File: config.mk
export PLATFORM = sky130hd
export DESIGN_NAME = eth_port_frame_statistics
export DESIGN_NICKNAME = d
export VERILOG_FILES = /design/src/hw/stat_pkg.sv /design/src/hw/stat_bank_if.sv /design/src/hw/eth_port_frame_statistics.sv /design/src/hw/stat_counter_bank.sv
export SDC_FILE = /design/constraint.sdc
export NUM_CORES = 1
export LEC_CHECK = 0
export ABC_AREA = 1
export BUFFER_PORTS_ARGS = -buffer_cell sky130_fd_sc_hd__buf_2
export CAP_MARGIN = 20
export CELL_PAD_IN_SITES_DETAIL_PLACEMENT = 2
export CELL_PAD_IN_SITES_GLOBAL_PLACEMENT = 2
export CORE_MARGIN = 2
export CORE_UTILIZATION = 37
export DETAILED_ROUTE_END_ITERATION = 12
export PLACE_DENSITY_LB_ADDON = 0.1
export SLEW_MARGIN = 5
export SYNTH_ARGS = -nofsm -noshare
export SYNTH_HDL_FRONTEND = slang
export SYNTH_SLANG_ARGS = --single-unit
File: constraint.sdc
create_clock -name CLK_IN -period 5.4 [get_ports CLK_IN]
set_input_delay 0.54 -clock CLK_IN [delete_from_list [all_inputs] [get_ports CLK_IN]]
set_output_delay 0.54 -clock CLK_IN [all_outputs]
set_load 0.01 [all_outputs]
File: src/hw/stat_pkg.sv
/*
 * Constants shared by the per-port frame statistics block: counter slots,
 * register offsets, field positions, reset values and frame-size limits.
 * Assumes a single MAC clock domain and 32-bit classic Wishbone access.
 */
// Operation
// RL1 - count short, address-matched, error-free received data or control frames
// RL2 - count short received data frames with errors, except flow-control collisions
// RL3 - add byte length of good received frames, 64 up to maximum, to total
// RL4 - count transmitted frames ending without late, excessive collision, carrier loss, underrun
// RL5 - count good transmitted frames sent to the all-ones broadcast address
// RL6 - count good transmitted frames sent to non-broadcast multicast addresses
// RL7 - count only pause frames the MAC generates, not software-supplied ones
// RL8 - generated pause frames are 64-byte multicast, counted in those counters too
// RL9 - generate pause frames only in full duplex
// RL10 - pause count ignores underrun and CRC conditions
// RL11 - count frames deferred at first attempt, then sent cleanly without collisions
// RL12 - collision counter adds every collision, late ones included, on clean frames
// RL13 - send a jam sequence on every collision that is not late
// RL14 - collision counter also bumps on receive start in half duplex with flow control
// RL15 - count frames sent after exactly one non-late collision, no carrier loss or underrun
// RL16 - each statistic is a 32-bit read-only field cleared at reset
// RL17 - counters wrap to zero, byte total accumulates modulo two to the 32nd
// RL18 - all counters qualifying on one event update in the same cycle
package stat_pkg;

	localparam int CNT_W   = 32;
	localparam int NUM_CNT = 11;
	localparam int LEN_W   = 16;
	localparam int IDX_W   = 4;
	localparam int ADR_W   = 8;
	localparam int COLL_W  = 5;

	// counter slots, register byte offset is slot times four
	localparam logic [IDX_W-1:0] SLOT_RX_SHORT = 4'h0;
	localparam logic [IDX_W-1:0] SLOT_RX_FRAG  = 4'h1;
	localparam logic [IDX_W-1:0] SLOT_RX_BYTES = 4'h2;
	localparam logic [IDX_W-1:0] SLOT_TX_GOOD  = 4'h3;
	localparam logic [IDX_W-1:0] SLOT_TX_BCAST = 4'h4;
	localparam logic [IDX_W-1:0] SLOT_TX_MCAST = 4'h5;
	localparam logic [IDX_W-1:0] SLOT_TX_PAUSE = 4'h6;
	localparam logic [IDX_W-1:0] SLOT_TX_WAIT  = 4'h7;
	localparam logic [IDX_W-1:0] SLOT_TX_COLL  = 4'h8;
	localparam logic [IDX_W-1:0] SLOT_TX_ONE   = 4'h9;
	localparam logic [IDX_W-1:0] SLOT_SIZE64   = 4'ha;

	localparam logic [ADR_W-1:0] OFS_CNT_LAST = 8'h28;
	localparam logic [ADR_W-1:0] OFS_CFG      = 8'h40;
	localparam logic [ADR_W-1:0] OFS_MAXLEN   = 8'h44;

	localparam int CFG_FULL_DUPLEX_BIT = 0;
	localparam int CFG_FLOW_EN_BIT     = 1;
	localparam logic CFG_FULL_DUPLEX_RST = 1'b1;
	localparam logic CFG_FLOW_EN_RST     = 1'b0;

	localparam logic [LEN_W-1:0] MIN_FRAME_LEN  = 16'h0040;
	localparam logic [LEN_W-1:0] MAX_LEN_RST    = 16'h05ee;
	localparam logic [COLL_W-1:0] ONE_COLLISION = 5'h01;

	typedef enum logic [2:0]
	{
		BUS_IDLE  = 3'b001,
		BUS_FETCH = 3'b010,
		BUS_ACK   = 3'b100
	} bus_state_t;

endpackage : stat_pkg

File: src/hw/stat_bank_if.sv
/*
 * Carrier between the statistics front end and its counter bank:
 * per-slot increment amounts, a read slot and the registered read word.
 * Assumes both ends share the MAC clock.
 */
`timescale 1ns/1ps
interface stat_bank_if
	import stat_pkg::*;
#(
	parameter int N = NUM_CNT,
	parameter int W = CNT_W
);
	logic [N-1:0][W-1:0] inc;
	logic [IDX_W-1:0]    rd_idx;
	logic [W-1:0]        rd_data;

	modport bank (input inc, input rd_idx, output rd_data);
	modport user (output inc, output rd_idx, input rd_data);
endinterface : stat_bank_if

File: src/hw/eth_port_frame_statistics.sv
/*
 * Per-port frame statistics: classifies receive and transmit completion
 * status from the port MAC, feeds the counter bank, issues jam and pause
 * send requests, and serves counters and configuration over Wishbone.
 * Assumes all status inputs are single-cycle pulses or levels from logic
 * on CLK_IN, valid in the cycle of their done strobe.
 */
`timescale 1ns/1ps
module eth_port_frame_statistics
	import stat_pkg::*;
#(
	parameter logic [LEN_W-1:0] RX_MAX_LEN_DEFAULT = MAX_LEN_RST
)
(
	input  wire logic                CLK_IN,              // MAC clock, 125 MHz
	input  wire logic                SYS_RST_IN,          // synchronous reset, high
	// wishbone slave
	input  wire logic                WB_CYC_IN,           // bus cycle
	input  wire logic                WB_STB_IN,           // strobe
	input  wire logic                WB_WE_IN,            // write enable
	input  wire logic [ADR_W-1:0]    WB_ADR_IN,           // byte address
	input  wire logic [3:0]          WB_SEL_IN,           // byte lanes
	input  wire logic [CNT_W-1:0]    WB_DAT_IN,           // write data
	output logic [CNT_W-1:0]         WB_DAT_OUT,          // read data
	output logic                     WB_ACK_OUT,          // acknowledge
	// receive completion status
	input  wire logic                RX_DONE_IN,          // frame received, pulse
	input  wire logic [LEN_W-1:0]    RX_LEN_IN,           // frame length in bytes
	input  wire logic                RX_IS_DATA_IN,       // data frame
	input  wire logic                RX_IS_CTRL_IN,       // MAC control frame
	input  wire logic                RX_ADDR_MATCH_IN,    // address filter hit
	input  wire logic                RX_PROMISC_IN,       // accepted promiscuously
	input  wire logic                RX_CRC_ERR_IN,       // bad CRC
	input  wire logic                RX_ALIGN_ERR_IN,     // alignment error
	input  wire logic                RX_CODE_ERR_IN,      // code error
	input  wire logic                RX_FC_COLL_IN,       // made by collision flow control
	input  wire logic                RX_START_IN,         // reception begins, pulse
	// transmit status
	input  wire logic                TX_COLL_IN,          // collision seen, pulse
	input  wire logic                TX_COLL_LATE_IN,     // that collision is late
	input  wire logic                TX_DONE_IN,          // frame finished, pulse
	input  wire logic [LEN_W-1:0]    TX_LEN_IN,           // frame length in bytes
	input  wire logic                TX_BCAST_IN,         // all-ones destination
	input  wire logic                TX_MCAST_IN,         // multicast destination
	input  wire logic                TX_PAUSE_GEN_IN,     // MAC-built pause frame
	input  wire logic                TX_DEFERRED_IN,      // medium busy at first try
	input  wire logic [COLL_W-1:0]   TX_COLL_CNT_IN,      // collisions, late included
	input  wire logic                TX_LATE_COLL_IN,     // ended by late collision
	input  wire logic                TX_EXCESS_COLL_IN,   // abandoned, too many tries
	input  wire logic                TX_CARRIER_LOSS_IN,  // carrier lost
	input  wire logic                TX_UNDERRUN_IN,      // underrun
	input  wire logic                PAUSE_REQ_IN,        // flow control wants pause
	output logic                     JAM_SEND_OUT,        // send jam, pulse
	output logic                     PAUSE_SEND_OUT       // build pause frame, pulse
);
	typedef struct packed
	{
		bus_state_t          bus;
		logic                ack;
		logic [CNT_W-1:0]    dat;
		logic                full_duplex;
		logic                flow_en;
		logic [LEN_W-1:0]    max_len;
		logic                jam;
		logic                pause;
	} top_state_t;

	top_state_t s_q;
	top_state_t s_d;

	stat_bank_if #(.N(NUM_CNT), .W(CNT_W)) bank_bus ();

	stat_counter_bank #(.N(NUM_CNT), .W(CNT_W)) u_bank
	(
		.clk_in (CLK_IN),
		.rst_in (SYS_RST_IN),
		.bus    (bank_bus.bank)
	);

	logic                rx_err;
	logic                rx_kind;
	logic                rx_accept;
	logic                rx_short;
	logic                rx_good_len;
	logic                tx_clean;
	logic                tx_good;
	logic                tx_ok;
	logic                half_dup_fc;
	logic [1:0]          size64_hits;
	logic [COLL_W:0]     coll_amt;
	logic                req;
	logic                in_map;
	logic [CNT_W-1:0]    wr_mask;
	logic [CNT_W-1:0]    cfg_word;
	logic [CNT_W-1:0]    len_word;

	// receive classification
	assign rx_err      = RX_CRC_ERR_IN | RX_ALIGN_ERR_IN | RX_CODE_ERR_IN;
	assign rx_kind     = RX_IS_DATA_IN | RX_IS_CTRL_IN;
	assign rx_accept   = RX_ADDR_MATCH_IN | RX_PROMISC_IN;
	assign rx_short    = RX_LEN_IN < MIN_FRAME_LEN;
	assign rx_good_len = !rx_short && (RX_LEN_IN <= s_q.max_len);

	// transmit classification; carrier loss and underrun cannot touch
	// generated pause frames, so they are taken as sent
	assign tx_clean = !TX_CARRIER_LOSS_IN && !TX_UNDERRUN_IN;
	assign tx_good  = tx_clean && !TX_LATE_COLL_IN && !TX_EXCESS_COLL_IN;
	assign tx_ok    = TX_DONE_IN && (tx_good || TX_PAUSE_GEN_IN); // RL10

	assign half_dup_fc = !s_q.full_duplex && s_q.flow_en && RX_START_IN;

	assign coll_amt = ((TX_DONE_IN && tx_clean) ? {1'b0, TX_COLL_CNT_IN} : '0)
		+ (COLL_W+1)'(half_dup_fc);

	// rx and tx can both finish a 64-byte frame in one cycle
	assign size64_hits = 2'(RX_DONE_IN && rx_kind && (RX_LEN_IN == MIN_FRAME_LEN))
		+ 2'(tx_ok && (TX_PAUSE_GEN_IN || (TX_LEN_IN == MIN_FRAME_LEN))); // RL8

	always_comb
	begin
		bank_bus.inc = '0;
		bank_bus.inc[SLOT_RX_SHORT] = CNT_W'(RX_DONE_IN && rx_kind && rx_accept && rx_short && !rx_err); // RL1
		bank_bus.inc[SLOT_RX_FRAG] = CNT_W'(RX_DONE_IN && RX_IS_DATA_IN && rx_short && rx_err
			&& !RX_FC_COLL_IN); // RL2
		if (RX_DONE_IN && rx_kind && rx_accept && rx_good_len && !rx_err)
			bank_bus.inc[SLOT_RX_BYTES] = CNT_W'(RX_LEN_IN); // RL3
		bank_bus.inc[SLOT_TX_GOOD] = CNT_W'(tx_ok); // RL4
		bank_bus.inc[SLOT_TX_BCAST] = CNT_W'(tx_ok && TX_BCAST_IN); // RL5
		bank_bus.inc[SLOT_TX_MCAST] = CNT_W'(tx_ok && !TX_BCAST_IN
			&& (TX_MCAST_IN || TX_PAUSE_GEN_IN)); // RL6 RL8
		bank_bus.inc[SLOT_TX_PAUSE] = CNT_W'(TX_DONE_IN && TX_PAUSE_GEN_IN); // RL7 RL9
		bank_bus.inc[SLOT_TX_WAIT] = CNT_W'(TX_DONE_IN && TX_DEFERRED_IN && tx_good
			&& (TX_COLL_CNT_IN == '0)); // RL11
		bank_bus.inc[SLOT_TX_COLL] = CNT_W'(coll_amt); // RL12 RL14
		bank_bus.inc[SLOT_TX_ONE] = CNT_W'(TX_DONE_IN && tx_good
			&& (TX_COLL_CNT_IN == ONE_COLLISION)); // RL15
		bank_bus.inc[SLOT_SIZE64] = CNT_W'(size64_hits);
	end

	// register slave
	assign req     = WB_CYC_IN && WB_STB_IN;
	assign in_map  = (WB_ADR_IN <= OFS_CNT_LAST) && (WB_ADR_IN[1:0] == 2'b00);
	assign bank_bus.rd_idx = WB_ADR_IN[IDX_W+1:2];

	genvar b;
	generate
		for (b = 0; b < 4; b++)
		begin : g_lane
			assign wr_mask[8*b +: 8] = {8{WB_SEL_IN[b]}};
		end
	endgenerate

	always_comb
	begin
		cfg_word = '0;
		cfg_word[CFG_FULL_DUPLEX_BIT] = s_q.full_duplex;
		cfg_word[CFG_FLOW_EN_BIT] = s_q.flow_en;
		len_word = CNT_W'(s_q.max_len);
	end

	always_comb
	begin
		s_d = s_q;
		// jam only for collisions inside the slot time
		s_d.jam = TX_COLL_IN && !TX_COLL_LATE_IN; // RL13
		// half duplex never sees a generated pause frame
		s_d.pause = PAUSE_REQ_IN && s_q.full_duplex; // RL9
		case (s_q.bus)
			BUS_IDLE:
			begin
				s_d.ack = 1'b0;
				if (req)
					s_d.bus = BUS_FETCH;
			end
			BUS_FETCH:
			begin
				// counter word was latched by the bank at the previous edge
				s_d.bus = BUS_ACK;
				s_d.ack = 1'b1;
				if (WB_WE_IN)
					s_d.dat = '0;
				else if (in_map)
					s_d.dat = bank_bus.rd_data; // RL16
				else if (WB_ADR_IN == OFS_CFG)
					s_d.dat = cfg_word;
				else if (WB_ADR_IN == OFS_MAXLEN)
					s_d.dat = len_word;
				else
					s_d.dat = '0;
			end
			BUS_ACK:
			begin
				// writes land at the edge where the master takes ack;
				// counter writes are dropped, they are read only
				s_d.bus = BUS_IDLE;
				s_d.ack = 1'b0;
				if (WB_WE_IN && WB_ADR_IN == OFS_CFG)
				begin
					if (WB_SEL_IN[0])
					begin
						s_d.full_duplex = WB_DAT_IN[CFG_FULL_DUPLEX_BIT];
						s_d.flow_en = WB_DAT_IN[CFG_FLOW_EN_BIT];
					end
				end
				else if (WB_WE_IN && WB_ADR_IN == OFS_MAXLEN)
					s_d.max_len = LEN_W'((len_word & ~wr_mask) | (WB_DAT_IN & wr_mask));
			end
			default:
			begin
				s_d.bus = BUS_IDLE;
				s_d.ack = 1'b0;
			end
		endcase
	end

	always_ff @(posedge CLK_IN)
	begin
		if (SYS_RST_IN)
		begin
			s_q.bus <= BUS_IDLE;
			s_q.ack <= 1'b0;
			s_q.dat <= '0;
			s_q.full_duplex <= CFG_FULL_DUPLEX_RST;
			s_q.flow_en <= CFG_FLOW_EN_RST;
			s_q.max_len <= RX_MAX_LEN_DEFAULT;
			s_q.jam <= 1'b0;
			s_q.pause <= 1'b0;
		end
		else
			s_q <= s_d;
	end

	assign WB_DAT_OUT     = s_q.dat;
	assign WB_ACK_OUT     = s_q.ack;
	assign JAM_SEND_OUT   = s_q.jam;
	assign PAUSE_SEND_OUT = s_q.pause;

endmodule : eth_port_frame_statistics

File: src/hw/stat_counter_bank.sv
/*
 * Bank of wrapping statistic counters, each advanced by its own amount in
 * one cycle, with a registered read port selected by slot.
 * Assumes amounts are presented for exactly one cycle per event.
 */
`timescale 1ns/1ps
module stat_counter_bank
	import stat_pkg::*;
#(
	parameter int N = NUM_CNT,
	parameter int W = CNT_W
)
(
	input  wire logic  clk_in,   // MAC clock
	input  wire logic  rst_in,   // synchronous reset
	stat_bank_if.bank  bus       // increments and read port
);
	typedef struct packed
	{
		logic [N-1:0][W-1:0] cnt;
		logic [W-1:0]        rd;
	} bank_state_t;

	bank_state_t         s_q;
	bank_state_t         s_d;
	logic [N-1:0][W-1:0] sum;

	genvar g;
	generate
		for (g = 0; g < N; g++)
		begin : g_cnt
			// plain modulo add: wraps to zero past all ones
			assign sum[g] = s_q.cnt[g] + bus.inc[g]; // RL17
		end
	endgenerate

	always_comb
	begin
		s_d = s_q;
		s_d.cnt = sum; // RL18
		s_d.rd = (32'(bus.rd_idx) < N) ? s_q.cnt[bus.rd_idx] : '0;
	end

	always_ff @(posedge clk_in)
	begin
		if (rst_in)
			s_q <= '0; // RL16
		else
			s_q <= s_d;
	end

	assign bus.rd_data = s_q.rd;

endmodule : stat_counter_bank

* Word-level counts from Yosys, hierarchy flattened
Index checks and enable logic that the tools add are counted.
** Word-level totals
- Flip-flop bits (word level) :: 440
- Bits of input ports :: 108
- Output and inout port bits :: 35
- Word-level logic and storage cells :: 120
** Operators by class
- Add/subtract/negate cells :: 13
- Magnitude comparators :: 5
- Equality and inequality tests :: 9
- Multiplexer cells :: 10
- Bitwise logic cells :: 10
- Reductions and logical operators :: 53
** Operator list (count)
- 32-bit by 1-bit adder with 32-bit output :: 8
- 32-bit binary-select mux with 4-bit select :: 1
- 32-bit 2-to-1 mux :: 4
- 1-bit logical AND :: 35
- 32-bit by 16-bit adder with 32-bit output :: 1
- 32-bit by 2-bit adder with 32-bit output :: 1
- 32-bit by 6-bit adder with 32-bit output :: 1
- 16-bit bitwise AND :: 2
- 16-bit by 7-bit equality test with 1-bit output (second input constant) :: 2
- 16-bit 2-to-1 mux :: 2
- 8-bit by 7-bit equality test with 1-bit output (second input constant) :: 2
- 16-bit <= comparator :: 1
- 16-bit by 7-bit less-than comparator with 1-bit output (second input constant) :: 1
- 16-bit NOT :: 1
- 16-bit bitwise OR :: 1
- 1-bit zero test :: 10
- 8-bit by 6-bit <= comparator with 1-bit output (second input constant) :: 1
- 4-bit one-hot mux with 2 select lines :: 1
- 5-bit by 1-bit adder with 6-bit output :: 1
- 3-bit AND reduction :: 2
- 5-bit by 1-bit equality test with 1-bit output (second input constant) :: 1
- 5-bit zero test :: 1
- 4-bit by 5-bit less-than comparator with 1-bit output (second input constant) :: 1
- 5-bit 2-to-1 mux :: 1
- other kinds (12) :: 18

* Longest topological paths before layout
Gate-level depths: netlist of the first run.
- Depth after elaboration :: 9
- Mapped depth :: 28
- Gate-level depth less buffers :: 27

* By module
Synthesis of the first run repeated with hierarchy kept, for this count alone.
** Unflattened totals
- Cells, all modules :: 7419
- Area, all modules :: 41905.2 um^2
** By module, submodules not included
- stat_counter_bank :: times used 1, cells each 6930, area each 38478.2 um^2, seq. area each 7687.4 um^2
- eth_port_frame_statistics :: times used 1, cells each 489, area each 3427.0 um^2, seq. area each 1121.1 um^2

* Least setup slack after synthesis of the first run
OpenSTA, ideal clock, no wires.
- Path kind :: input -> register
- From :: in RX_LEN_IN[15]
- To :: reg u_bank.s_q[120] in the netlist's numbering
- Arrival time :: 3064 ps
- Data required time :: 5285 ps
- Setup slack :: 2221 ps
- Stages on the path :: 21
- Cell sequence :: ha_1 nand2_1 nor3_1 nand3_1 nand2_1 nand3_1 clkbuf_1 nor2_1 ha_1 inv_1 fa_1 inv_1 nand3_1 nand3_1 nand2_1 nand2_1 nand2_1 nand2_1 nand3_1 nand2_1 nor2_1
** Between the ends
- Cells in the longest elaborated chain, start to end :: 7
- Elaborated cells on any way between the ends :: 8
- Classes of those cells :: 1 x add/sub; 2 x order compare; 1 x mux; 4 x reduce/logical
** RTL lines
- start, declared :: line eth_port_frame_statistics.sv:28 : input wire logic [LEN_W-1:0] RX_LEN_IN,
- 16-bit by 7-bit less-than comparator with 1-bit output :: line eth_port_frame_statistics.sv:101 : assign rx_short = RX_LEN_IN < MIN_FRAME_LEN;
- 1-bit zero test :: line eth_port_frame_statistics.sv:102 : assign rx_good_len = !rx_short && (RX_LEN_IN <= s_q.max_len);
- 1-bit logical AND :: line eth_port_frame_statistics.sv:102
- 1-bit logical AND (2 in a row) :: line eth_port_frame_statistics.sv:125 : if (RX_DONE_IN && rx_kind && rx_accept && rx_good_len && !rx_err)
- 16-bit 2-to-1 mux (*) :: line eth_port_frame_statistics.sv:125
- 32-bit by 16-bit adder with 32-bit output (*) :: line stat_counter_bank.sv:33 : assign sum[g] = s_q.cnt[g] + bus.inc[g];
- end signal, assigned :: line stat_counter_bank.sv:47 : s_q <= '0;
- end signal, assigned :: line stat_counter_bank.sv:49 : s_q <= s_d;
- end, declared :: line stat_counter_bank.sv:24 : bank_state_t s_q;
Every way passes the cells marked *; elsewhere a longest branch is shown, timed or not.
A chain may end at the register's enable or synchronous reset.

* Final worst setup path of the first run
- From :: in TX_UNDERRUN_IN
- To :: reg u_bank.s_q[374] in the netlist's numbering
** Between the ends
- Cells in the longest elaborated chain, start to end :: 9
** RTL lines
- start, declared :: line eth_port_frame_statistics.sv:51 : input wire logic TX_UNDERRUN_IN,
- 1-bit zero test :: line eth_port_frame_statistics.sv:106 : assign tx_clean = !TX_CARRIER_LOSS_IN && !TX_UNDERRUN_IN;
- 1-bit logical AND :: line eth_port_frame_statistics.sv:106
- 1-bit logical AND (2 in a row) :: line eth_port_frame_statistics.sv:107 : assign tx_good = tx_clean && !TX_LATE_COLL_IN && !TX_EXCESS_COLL_IN;
- 1-bit logical OR :: line eth_port_frame_statistics.sv:108 : assign tx_ok = TX_DONE_IN && (tx_good || TX_PAUSE_GEN_IN);
- 1-bit logical AND :: line eth_port_frame_statistics.sv:108
- 1-bit logical AND :: line eth_port_frame_statistics.sv:117 : + 2'(tx_ok && (TX_PAUSE_GEN_IN || (TX_LEN_IN == MIN_FRAME_LEN)));
- 1-bit by 1-bit adder with 2-bit output :: line eth_port_frame_statistics.sv:117
- 32-bit by 2-bit adder with 32-bit output :: line stat_counter_bank.sv:33
No other way between the ends.

==> results of run 1 <==
[sequential cells by signal, indices dropped and copies added (netlist names), named ones only]
name / flops
JAM_SEND_OUT: 1
u_bank.bus.rd_data: 32
WB_DAT_OUT: 32
s_q: 3
WB_ACK_OUT: 1
cfg_word: 2
u_bank.s_q: 352
PAUSE_SEND_OUT: 1
[final cells by class]
cell class	instances	area, um^2	share of cell area, %
tap	873	1090	3.84
clock inverter	18	245	0.863
inverter	455	1710	6.02
multi-input combinational	2913	14200	49.8
sequential	440	8810	31.0
timing repair buffer	143	790	2.78
clock buffer	80	1620	5.70
[where the power goes]
group / total, mW / switching (mW) / internal [mW]
registers: 3.27 / 0.00942 / 3.26
logic: 0.339 / 0.257 / 0.0817
clock network: 3.89 / 1.59 / 2.31
total: 7.50 / 1.85 / 5.65
[cell usage in the layout, fill, tap and decap left out, types with 32 or more instances in the layout]
cell / count
a21oi_1: 325
a22oi_1: 48
buf_2: 123
clkbuf_16: 55
dfxtp_1: 440
ha_1: 53
inv_1: 442
nand2_1: 1072
nand3_1: 192
nand3b_1: 38
nand4_1: 110
nor2_1: 500
nor3_1: 139
o211ai_1: 34
o21ai_0: 131
or2_2: 32
xor2_1: 37
[kinds of logic (layout without fill, tap and decap cells)]
logic type / Yosys count / in the layout
adders and majority gates: 57 / 57
buffers and inverters: 597 / 696
DFF: 440 / 440
xor gates and xnor gates: 48 / 48
AOI/OAI and AO/OA: 628 / 628
and+or+nand+nor: 2180 / 2180
[final timing paths]
| check | start | to | slack [ps] | cells past startpoint |
|---|---|---|---|---|
| hold / removal | TX_COLL_LATE_IN | JAM_SEND_OUT | 80 | 2 |
| setup / recovery | TX_UNDERRUN_IN | u_bank.s_q[374] | 1330 | 17 |
| setup reg to reg | flop | u_bank.s_q[120] | 1540 | 26 |
| hold reg to reg | s_q[55] | s_q[54] | 460 | 1 |
[worst max-delay path: stages]
cell and delay, ps:
buf_2 100, nor3_1 730, nand2_1 330, nand2_1 300
inv_1 120, a21oi_1 480, fa_1 360, ha_1 210
nand2_1 120, nor2_2 180, nand2_1 160, nor2_1 230
nand2_1 120, inv_1 150, nand3_1 130, nand2_1 120
nor3b_1 220
[layer usage]
| layer | global-route usage, % | part of all wire [%] |
|---|---|---|
| met1 | 42.7 | 45 |
| met2 | 53.4 | 46 |
| met3 | 3.28 | 4.7 |
| met4 | 12.1 | 4.0 |
| met5 | 0 | 0.030 |
[through the flow]
stage	instance area, um^2	setup slack (ps)	total power [mW]
floorplan	25400	2220	3.51
global placement	26600	1130	3.66
detailed placement	26600	886	3.67
CTS	28400	1510	7.56
global route	28400	1050	7.71
finish	28400	1330	7.50
==> results.toml, run 1 <==
[finish]
layoutNonFillerInstCount = 4922
diodes = 0
areaGrowthSynthToFinish_pct = 12.1
num-nets-final = 4173
n_fill_cell = 8365
utilization_pct = 42.1
drive_above_1_share_pct = 7.90

[logic_synthesis]
synthSimpleGateAreaFrac_pct = 37.2
synth_area_per_cell_um2 = 6.42
ys_async_sr_fraction_pct = 0
ys_top_cells_by_area = "dfxtp_1 (35%), nand2_1 (16%), nor2_1 (7.4%)"
synth_compound_area_share_pct = 14.0
synth_edf_count = 0
synthMuxAreaShare_pct = 0
synth_xor_area_share_pct = 1.66
yosysWarnings = 0
synth_top_flop_cell = "dfxtp_1"
synth_top_cell_area_share_pct = 34.7
synth_cells = 3950
synth_top_family_by_area = "simple AND/OR/NAND/NOR gates"
yosys_register_bits = 440
synth_commonest_cells = "nand2_1 (1,072), nor2_1 (502), inv_1 (443), dfxtp_1 (440), a21oi_1 (325)"
syn_area_um2 = 25400
synth_cell_types = 48
ys_seq_area_share_pct = 34.7
synth-adder-area-share_pct = 2.93
synth_top_area_cell = "dfxtp_1"
yosysMostFrequentCell = "nand2_1"
syn-num-nets = 4115

[floorplan]
io_pins = 143
die_w_um = 266
initial_core_util_pct = 37.6
dieHeight_um = 266
row_count = 95
core_area_um2 = 67500
die_area_um2 = 70600

[sta]
period_share_pct = 75.5
slew_violations = 0
final_hold_viol_count = 0
worstMarginPinSlew_ps = 1040
max-slew-margin-rel_pct = 30.6
setup_violations = 0
rsz0062_at_grt = "false"
tns_ps = 0
fmax_mhz = 245
timing.hold.ws_ps = 76.2
fin_crit_ps = 4070
fin_skew_ps = 28.4

[clock_network]
cts_tree = "done"
numCtsBuffers = 55
cts_root_buf = "clkbuf_16"
clock_sinks = 440
cts_hold_buf = 0
post_cts_buffers = 0
clock_latency_ps = 640
clk_pin_slew_worst_paths_ps = 70
cts_max_level = 2
cts_buffer_depth = 3
post_cts_resized = 0

[routing]
vias = 27800
routed_wl_mm = 115
wire_per_inst_um = 23.4
drtAntennaViolNets = 0
drt-pass1-iter-count = 5
drtIter0Drc = 1877
drc = 0
viasPerCell = 5.64

[setup_path]
crit_type = "in2reg"
end_kind = "flop"
required_ps = 5940
crit_fanout = 4
critPathLaunchType = "input pin"
worstPathArrival_ps = 4620

[placement]
placedCellCount = 4823
io_buffers = 124
gp_congestion = 0.910
dpl.hpwl_mm = 87.0

[power_and_ir_drop]
peakVddDrop_v = 0.000214
p_leak_nw = 10.2
power.density_nw_per_um2 = 264

[grt]
grt_util_all_layers_pct = 32.1
grt_pass1_wl_mm = 175
antenna_found_initial = 5
grt_max_degree = 87
grt_pass1_vias = 29100
grt_overflow = 0

[hold_path]
hp-class = "in2reg"

[job]
maxCapViolCount = 0

[run_status]
run_status = "completed"
Power figures use the tool's default switching activity.
==> run 2, diff against run 1 <==
- CORE_UTILIZATION: 37 -> 34
- clock period: 5.4 -> 3.79 ns (I/O delays scaled with it)
==> run 2 against run 1 <==
Non-clock buffer count up 50. Critical path type is now reg2reg. Cell area up 2.3%. Largest power group unchanged. Combinational power up 50%. Critical endpoint is now u_bank.s_q[120].
==> results.toml, run 2 (synthesized netlist as in run 1, its figures left out) <==
[clock_network]
cts_tree = "done"
cts_buffer_depth = 3
cts_max_level = 2
clk_pin_slew_worst_paths_ps = 60
numCtsBuffers = 54
post_cts_buffers = 0
clock_sinks = 440
cts_root_buf = "clkbuf_16"
clock_latency_ps = 650

[sta]
rsz0062_at_grt = "false"
fmax_mhz = 294
setup_violations = 0
period_share_pct = 89.7
worstMarginPinSlew_ps = 882
max-slew-margin-rel_pct = 41.2
fin_crit_ps = 3400
fin_ws_ps = 390
slew_violations = 0
final_hold_viol_count = 0
tns_ps = 0
fin_skew_ps = 29.3

[routing]
viasPerCell = 5.43
routed_wl_mm = 115
drtIter0Drc = 1697
wire_per_inst_um = 22.7
vias = 27500
drc = 0
drtAntennaViolNets = 0
drt-pass1-iter-count = 6

[grt]
grt_max_degree = 128
grt_util_all_layers_pct = 29.4
grt_pass1_vias = 28700
antenna_found_initial = 3
grt_overflow = 0
grt_pass1_wl_mm = 175

[floorplan]
core_area_um2 = 74100
io_pins = 143
row_count = 100
die_area_um2 = 76800
dieHeight_um = 277
die_w_um = 277
initial_core_util_pct = 34.2

[power_and_ir_drop]
power_switching_mw = 2.69
power.density_nw_per_um2 = 376
p_total_mw = 10.9
seq_power_share_pct = 42.6
peakVddDrop_v = 0.000320
combPwrFrac_pct = 4.6
p_int_mw = 8.24
clock_power_share_pct = 52.8
p_leak_nw = 10.5
power.share.switching_pct = 24.6

[setup_path]
rr_endpoint = "u_bank.s_q[120]"
critPathLaunchType = "flop"
worstPathArrival_ps = 3920
crit_fanout = 6
rr_worst_depth = 26
ff2ff_setup_slack_ps = 390
end_kind = "flop"
required_ps = 4310
crit_type = "reg2reg"

[finish]
layoutNonFillerInstCount = 5073
largest_reg_flops = 352
n_fill_cell = 9112
multiInputGateArea_um2 = 14200
drive_above_1_share_pct = 8.80
layout_commonest_cell = "nand2_1"
regMostFlops = "u_bank.s_q"
layout_common_cells = "nand2_1 (1,072), nor2_1 (499), inv_1 (442)"
num-nets-final = 4222
areaGrowthSynthToFinish_pct = 14.8
ff_latch_area_um2 = 8810

[placement]
dpl.hpwl_mm = 88.8
placedCellCount = 4956
gp_congestion = 0.887
io_buffers = 124
dp_slack_ps = 291

[hold_path]
worstHoldStart = "WB_DAT_IN[11]"
hp-class = "in2reg"
holdPathStages = 3

[run_status]
run_status = "completed"

[job]
maxCapViolCount = 0
-- run 2: worst max path at each step --
| stage | cells after the start | start | endpoint | slack (ps) |
|---|---|---|---|---|
| after floorplan | 21 | RX_LEN_IN[15] | u_bank.s_q[120] | 770 |
| after global placement | 22 | RX_LEN_IN[11] | u_bank.s_q[120] | 410 |
| after detailed placement | 26 | RX_LEN_IN[1] | u_bank.s_q[120] | 290 |
| after CTS | 26 | flop | u_bank.s_q[120] | 270 |
| after global routing | 25 | flop | u_bank.s_q[124] | 70 |
| final | 26 | flop | u_bank.s_q[120] | 390 |
-- run 2: cell type report --
cell class / count / area share [%]
antenna: 2 / 0.0172
clock buffer: 81 / 5.47
clock inverter: 20 / 1.20
inverter: 455 / 5.88
multi-input combinational: 2913 / 48.7
sequential: 440 / 30.3
tap: 969 / 4.17
timing repair buffer: 193 / 4.27
-- run 2: per-layer routing --
| layer | global-route usage (%) | vias up | wire length, um |
|---|---|---|---|
| li1 | - | 13100 | - |
| met1 | 40.1 | 13700 | 54100 |
| met2 | 48.9 | 525 | 52700 |
| met3 | 3.38 | 144 | 4820 |
| met4 | 8.54 | 0 | 3370 |
| met5 | 0 | - | 0 |
-- run 2: power groups by stage --
stage / combinational (mW) / clock (mW) / sequential [mW]
2_1_floorplan: 0.251 / 0 / 4.75
3_3_place_gp: 0.476 / 0 / 4.76
3_5_place_dp: 0.487 / 0 / 4.76
4_1_cts: 0.502 / 5.87 / 4.66
5_1_grt: 0.545 / 6.03 / 4.66
6_report: 0.507 / 5.77 / 4.66
-- run 2: repair_timing --
| action | CTS | global route |
|---|---|---|
| endpoints found under the setup margin | 0 | 4 |
| hold buffers | 12 | 0 |
| gates resized for setup | 0 | 2 |
| hold endpoints to repair | 11 | 0 |
-- run 2: worst max-delay path, stage by stage, from the launching register on --
cell     delay (ps)
dfxtp_1         330
inv_1            80
ha_1            310
nand2_1         110
nand2_1          60
nand2_1          70
nand2_1          50
nand2_1          70
nand2_1          50
nand2_1          60
nand2_1          60
nand2_1          90
nand3_2         140
nor2_1          140
ha_1            180
inv_1            60
fa_1            400
inv_1           130
nand3_1          80
nand3_1         160
nand2_1          80
nand2_1         140
nand2_1         110
nand2_1         120
nand3_1          80
nand2_1          70
nor2_1           40
-- run 2: per-stage QoR --
step | utilization [%] | hold slack, ps | instance area, um^2
final | 39.3 | 22.4 | 29100
after global routing | 39.3 | 36.6 | 29100
after CTS | 39.2 | 2.53 | 29100
after detailed placement | 36.4 | 436 | 27000
after global placement | 36.4 | 429 | 27000
after floorplan | - | 410 | 25400
==> run 3, diff against run 2 <==
- BUFFER_PORTS_ARGS: -buffer_cell sky130_fd_sc_hd__buf_2 -> unset
- CORE_UTILIZATION: 34 -> 36
- DONT_BUFFER_PORTS: unset -> 1
==> run 3 against run 2 <==
Clock skew is 6.8 ps higher. Sequential power hardly changed. Worst setup slack worse by 160 ps. Die area is 5.5% lower. Critical path type unchanged.
==> results.toml, run 3 (synthesized netlist as in run 1, its figures left out) <==
[run_status]
run_status = "completed"

[grt]
grt_max_degree = 204
grt_pass1_wl_mm = 182
antenna_found_initial = 3
grt_util_all_layers_pct = 32.2
grt_overflow = 0
grt_pass1_vias = 29500

[sta]
max-slew-margin-rel_pct = 26.2
fin_crit_ps = 3560
fin_skew_ps = 36.0
rsz0062_at_grt = "false"
timing.hold.ws_ps = 34.3
period_share_pct = 93.8
fmax_mhz = 281
fin_ws_ps = 234
worstMarginPinSlew_ps = 1110
tns_ps = 0
slew_violations = 0
setup_violations = 0
final_hold_viol_count = 0

[finish]
layout_commonest_cell = "nand2_1"
regMostFlops = "u_bank.s_q"
areaGrowthSynthToFinish_pct = 14.8
drive_above_1_share_pct = 5.71
largest_reg_flops = 352
layout_common_cells = "nand2_1 (1,072), nor2_1 (499), inv_1 (442)"
diodes = 0
n_fill_cell = 8545
num-nets-final = 4166

[routing]
drt-pass1-iter-count = 5
routed_wl_mm = 119
viasPerCell = 5.57
drtIter0Drc = 1721
wire_per_inst_um = 23.8
drtAntennaViolNets = 0
vias = 27800
drc = 0

[clock_network]
cts_max_level = 2
clk_pin_slew_worst_paths_ps = 60
numCtsBuffers = 54
cts_tree = "done"
cts_root_buf = "clkbuf_16"
clock_latency_ps = 640
cts_buffer_depth = 3
clock_sinks = 440
post_cts_buffers = 0

[setup_path]
critPathLaunchType = "flop"
crit_fanout = 6
required_ps = 4370
rr_endpoint = "u_bank.s_q[314]"
end_kind = "flop"
reg2reg_from = "cfg_word[0]"
crit_type = "reg2reg"
rr_worst_depth = 14
worstPathArrival_ps = 4140
ff2ff_setup_slack_ps = 230

[floorplan]
initial_core_util_pct = 36.3
core_area_um2 = 69900
io_pins = 143
row_count = 97
die_w_um = 269
dieHeight_um = 269
die_area_um2 = 72600

[placement]
dp_slack_ps = 458
dpl.hpwl_mm = 87.7
io_buffers = 0
gp_congestion = 0.876

[hold_path]
holdPathStages = 2
worstHoldStart = "WB_DAT_IN[12]"
hp-class = "in2reg"

[power_and_ir_drop]
power.density_nw_per_um2 = 372
p_leak_nw = 10.4
p_total_mw = 10.8
peakVddDrop_v = 0.000309

[job]
maxCapViolCount = 0
[run 3: layout make-up]
cell class	count	area, um^2	share of cell area (%)
Sequential cell	440	8810	30.3
Clock inverter	28	374	1.28
Tap cell	940	1180	4.04
Clock buffer	74	1560	5.35
Inverter	455	1710	5.87
Timing Repair Buffer	137	1320	4.52
Multi-Input combinational cell	2913	14200	48.7
[run 3: how the worst max path moves through the flow]
stage	startpoint	endpoint	slack, ps	depth (start not counted)
finish	cfg_word[0]	u_bank.s_q[314]	230	14
floorplan	RX_LEN_IN[15]	u_bank.s_q[120]	770	21
global route	cfg_word[0]	u_bank.s_q[314]	7	14
global placement	TX_UNDERRUN_IN	u_bank.s_q[340]	530	15
CTS	cfg_word[0]	u_bank.s_q[314]	270	14
detailed placement	RX_LEN_IN[15]	u_bank.s_q[127]	460	19
[run 3: through the flow]
step	instance area (um^2)	cells	util (%)
after floorplan	25400	3950	-
after global placement	26200	4791	37.5
after detailed placement	26200	4792	37.5
after CTS	29100	4987	41.6
after global routing	29100	4987	41.6
final	29100	4987	41.6
[run 3: timing repair]
item,CTS,global route
endpoints found under the hold margin,293,0
setup endpoints to repair,0,5
gates resized for setup,0,2
hold buffers,93,0
[run 3: worst max-delay path, stage by stage (launching register included)]
cell and delay (ps):
dfxtp_1 390, nor2_1 130, nand2_1 190, fa_1 490
inv_1 120, fa_1 230, nand3_1 90, nand2_1 250
nand2_1 90, nand2_1 140, inv_1 150, nor2_1 380
nand3_1 130, a21oi_1 160, dlygate4sd3_1 550
[run 3: power breakdown]
| part | total [mW] | internal [mW] | switching, mW |
|---|---|---|---|
| logic | 0.435 | 0.112 | 0.323 |
| registers | 4.66 | 4.64 | 0.0136 |
| clock network | 5.75 | 3.42 | 2.33 |
| total | 10.8 | 8.18 | 2.67 |
[run 3: layer usage]
metal / up-vias / share of wire, % / global-route usage (%)
li1: 13000 / - / -
met5: - / 0 / 0
met2: 624 / 47 / 54.7
met1: 13900 / 45 / 42.2
met4: 0 / 3.3 / 10.1
met3: 175 / 4.6 / 4.10
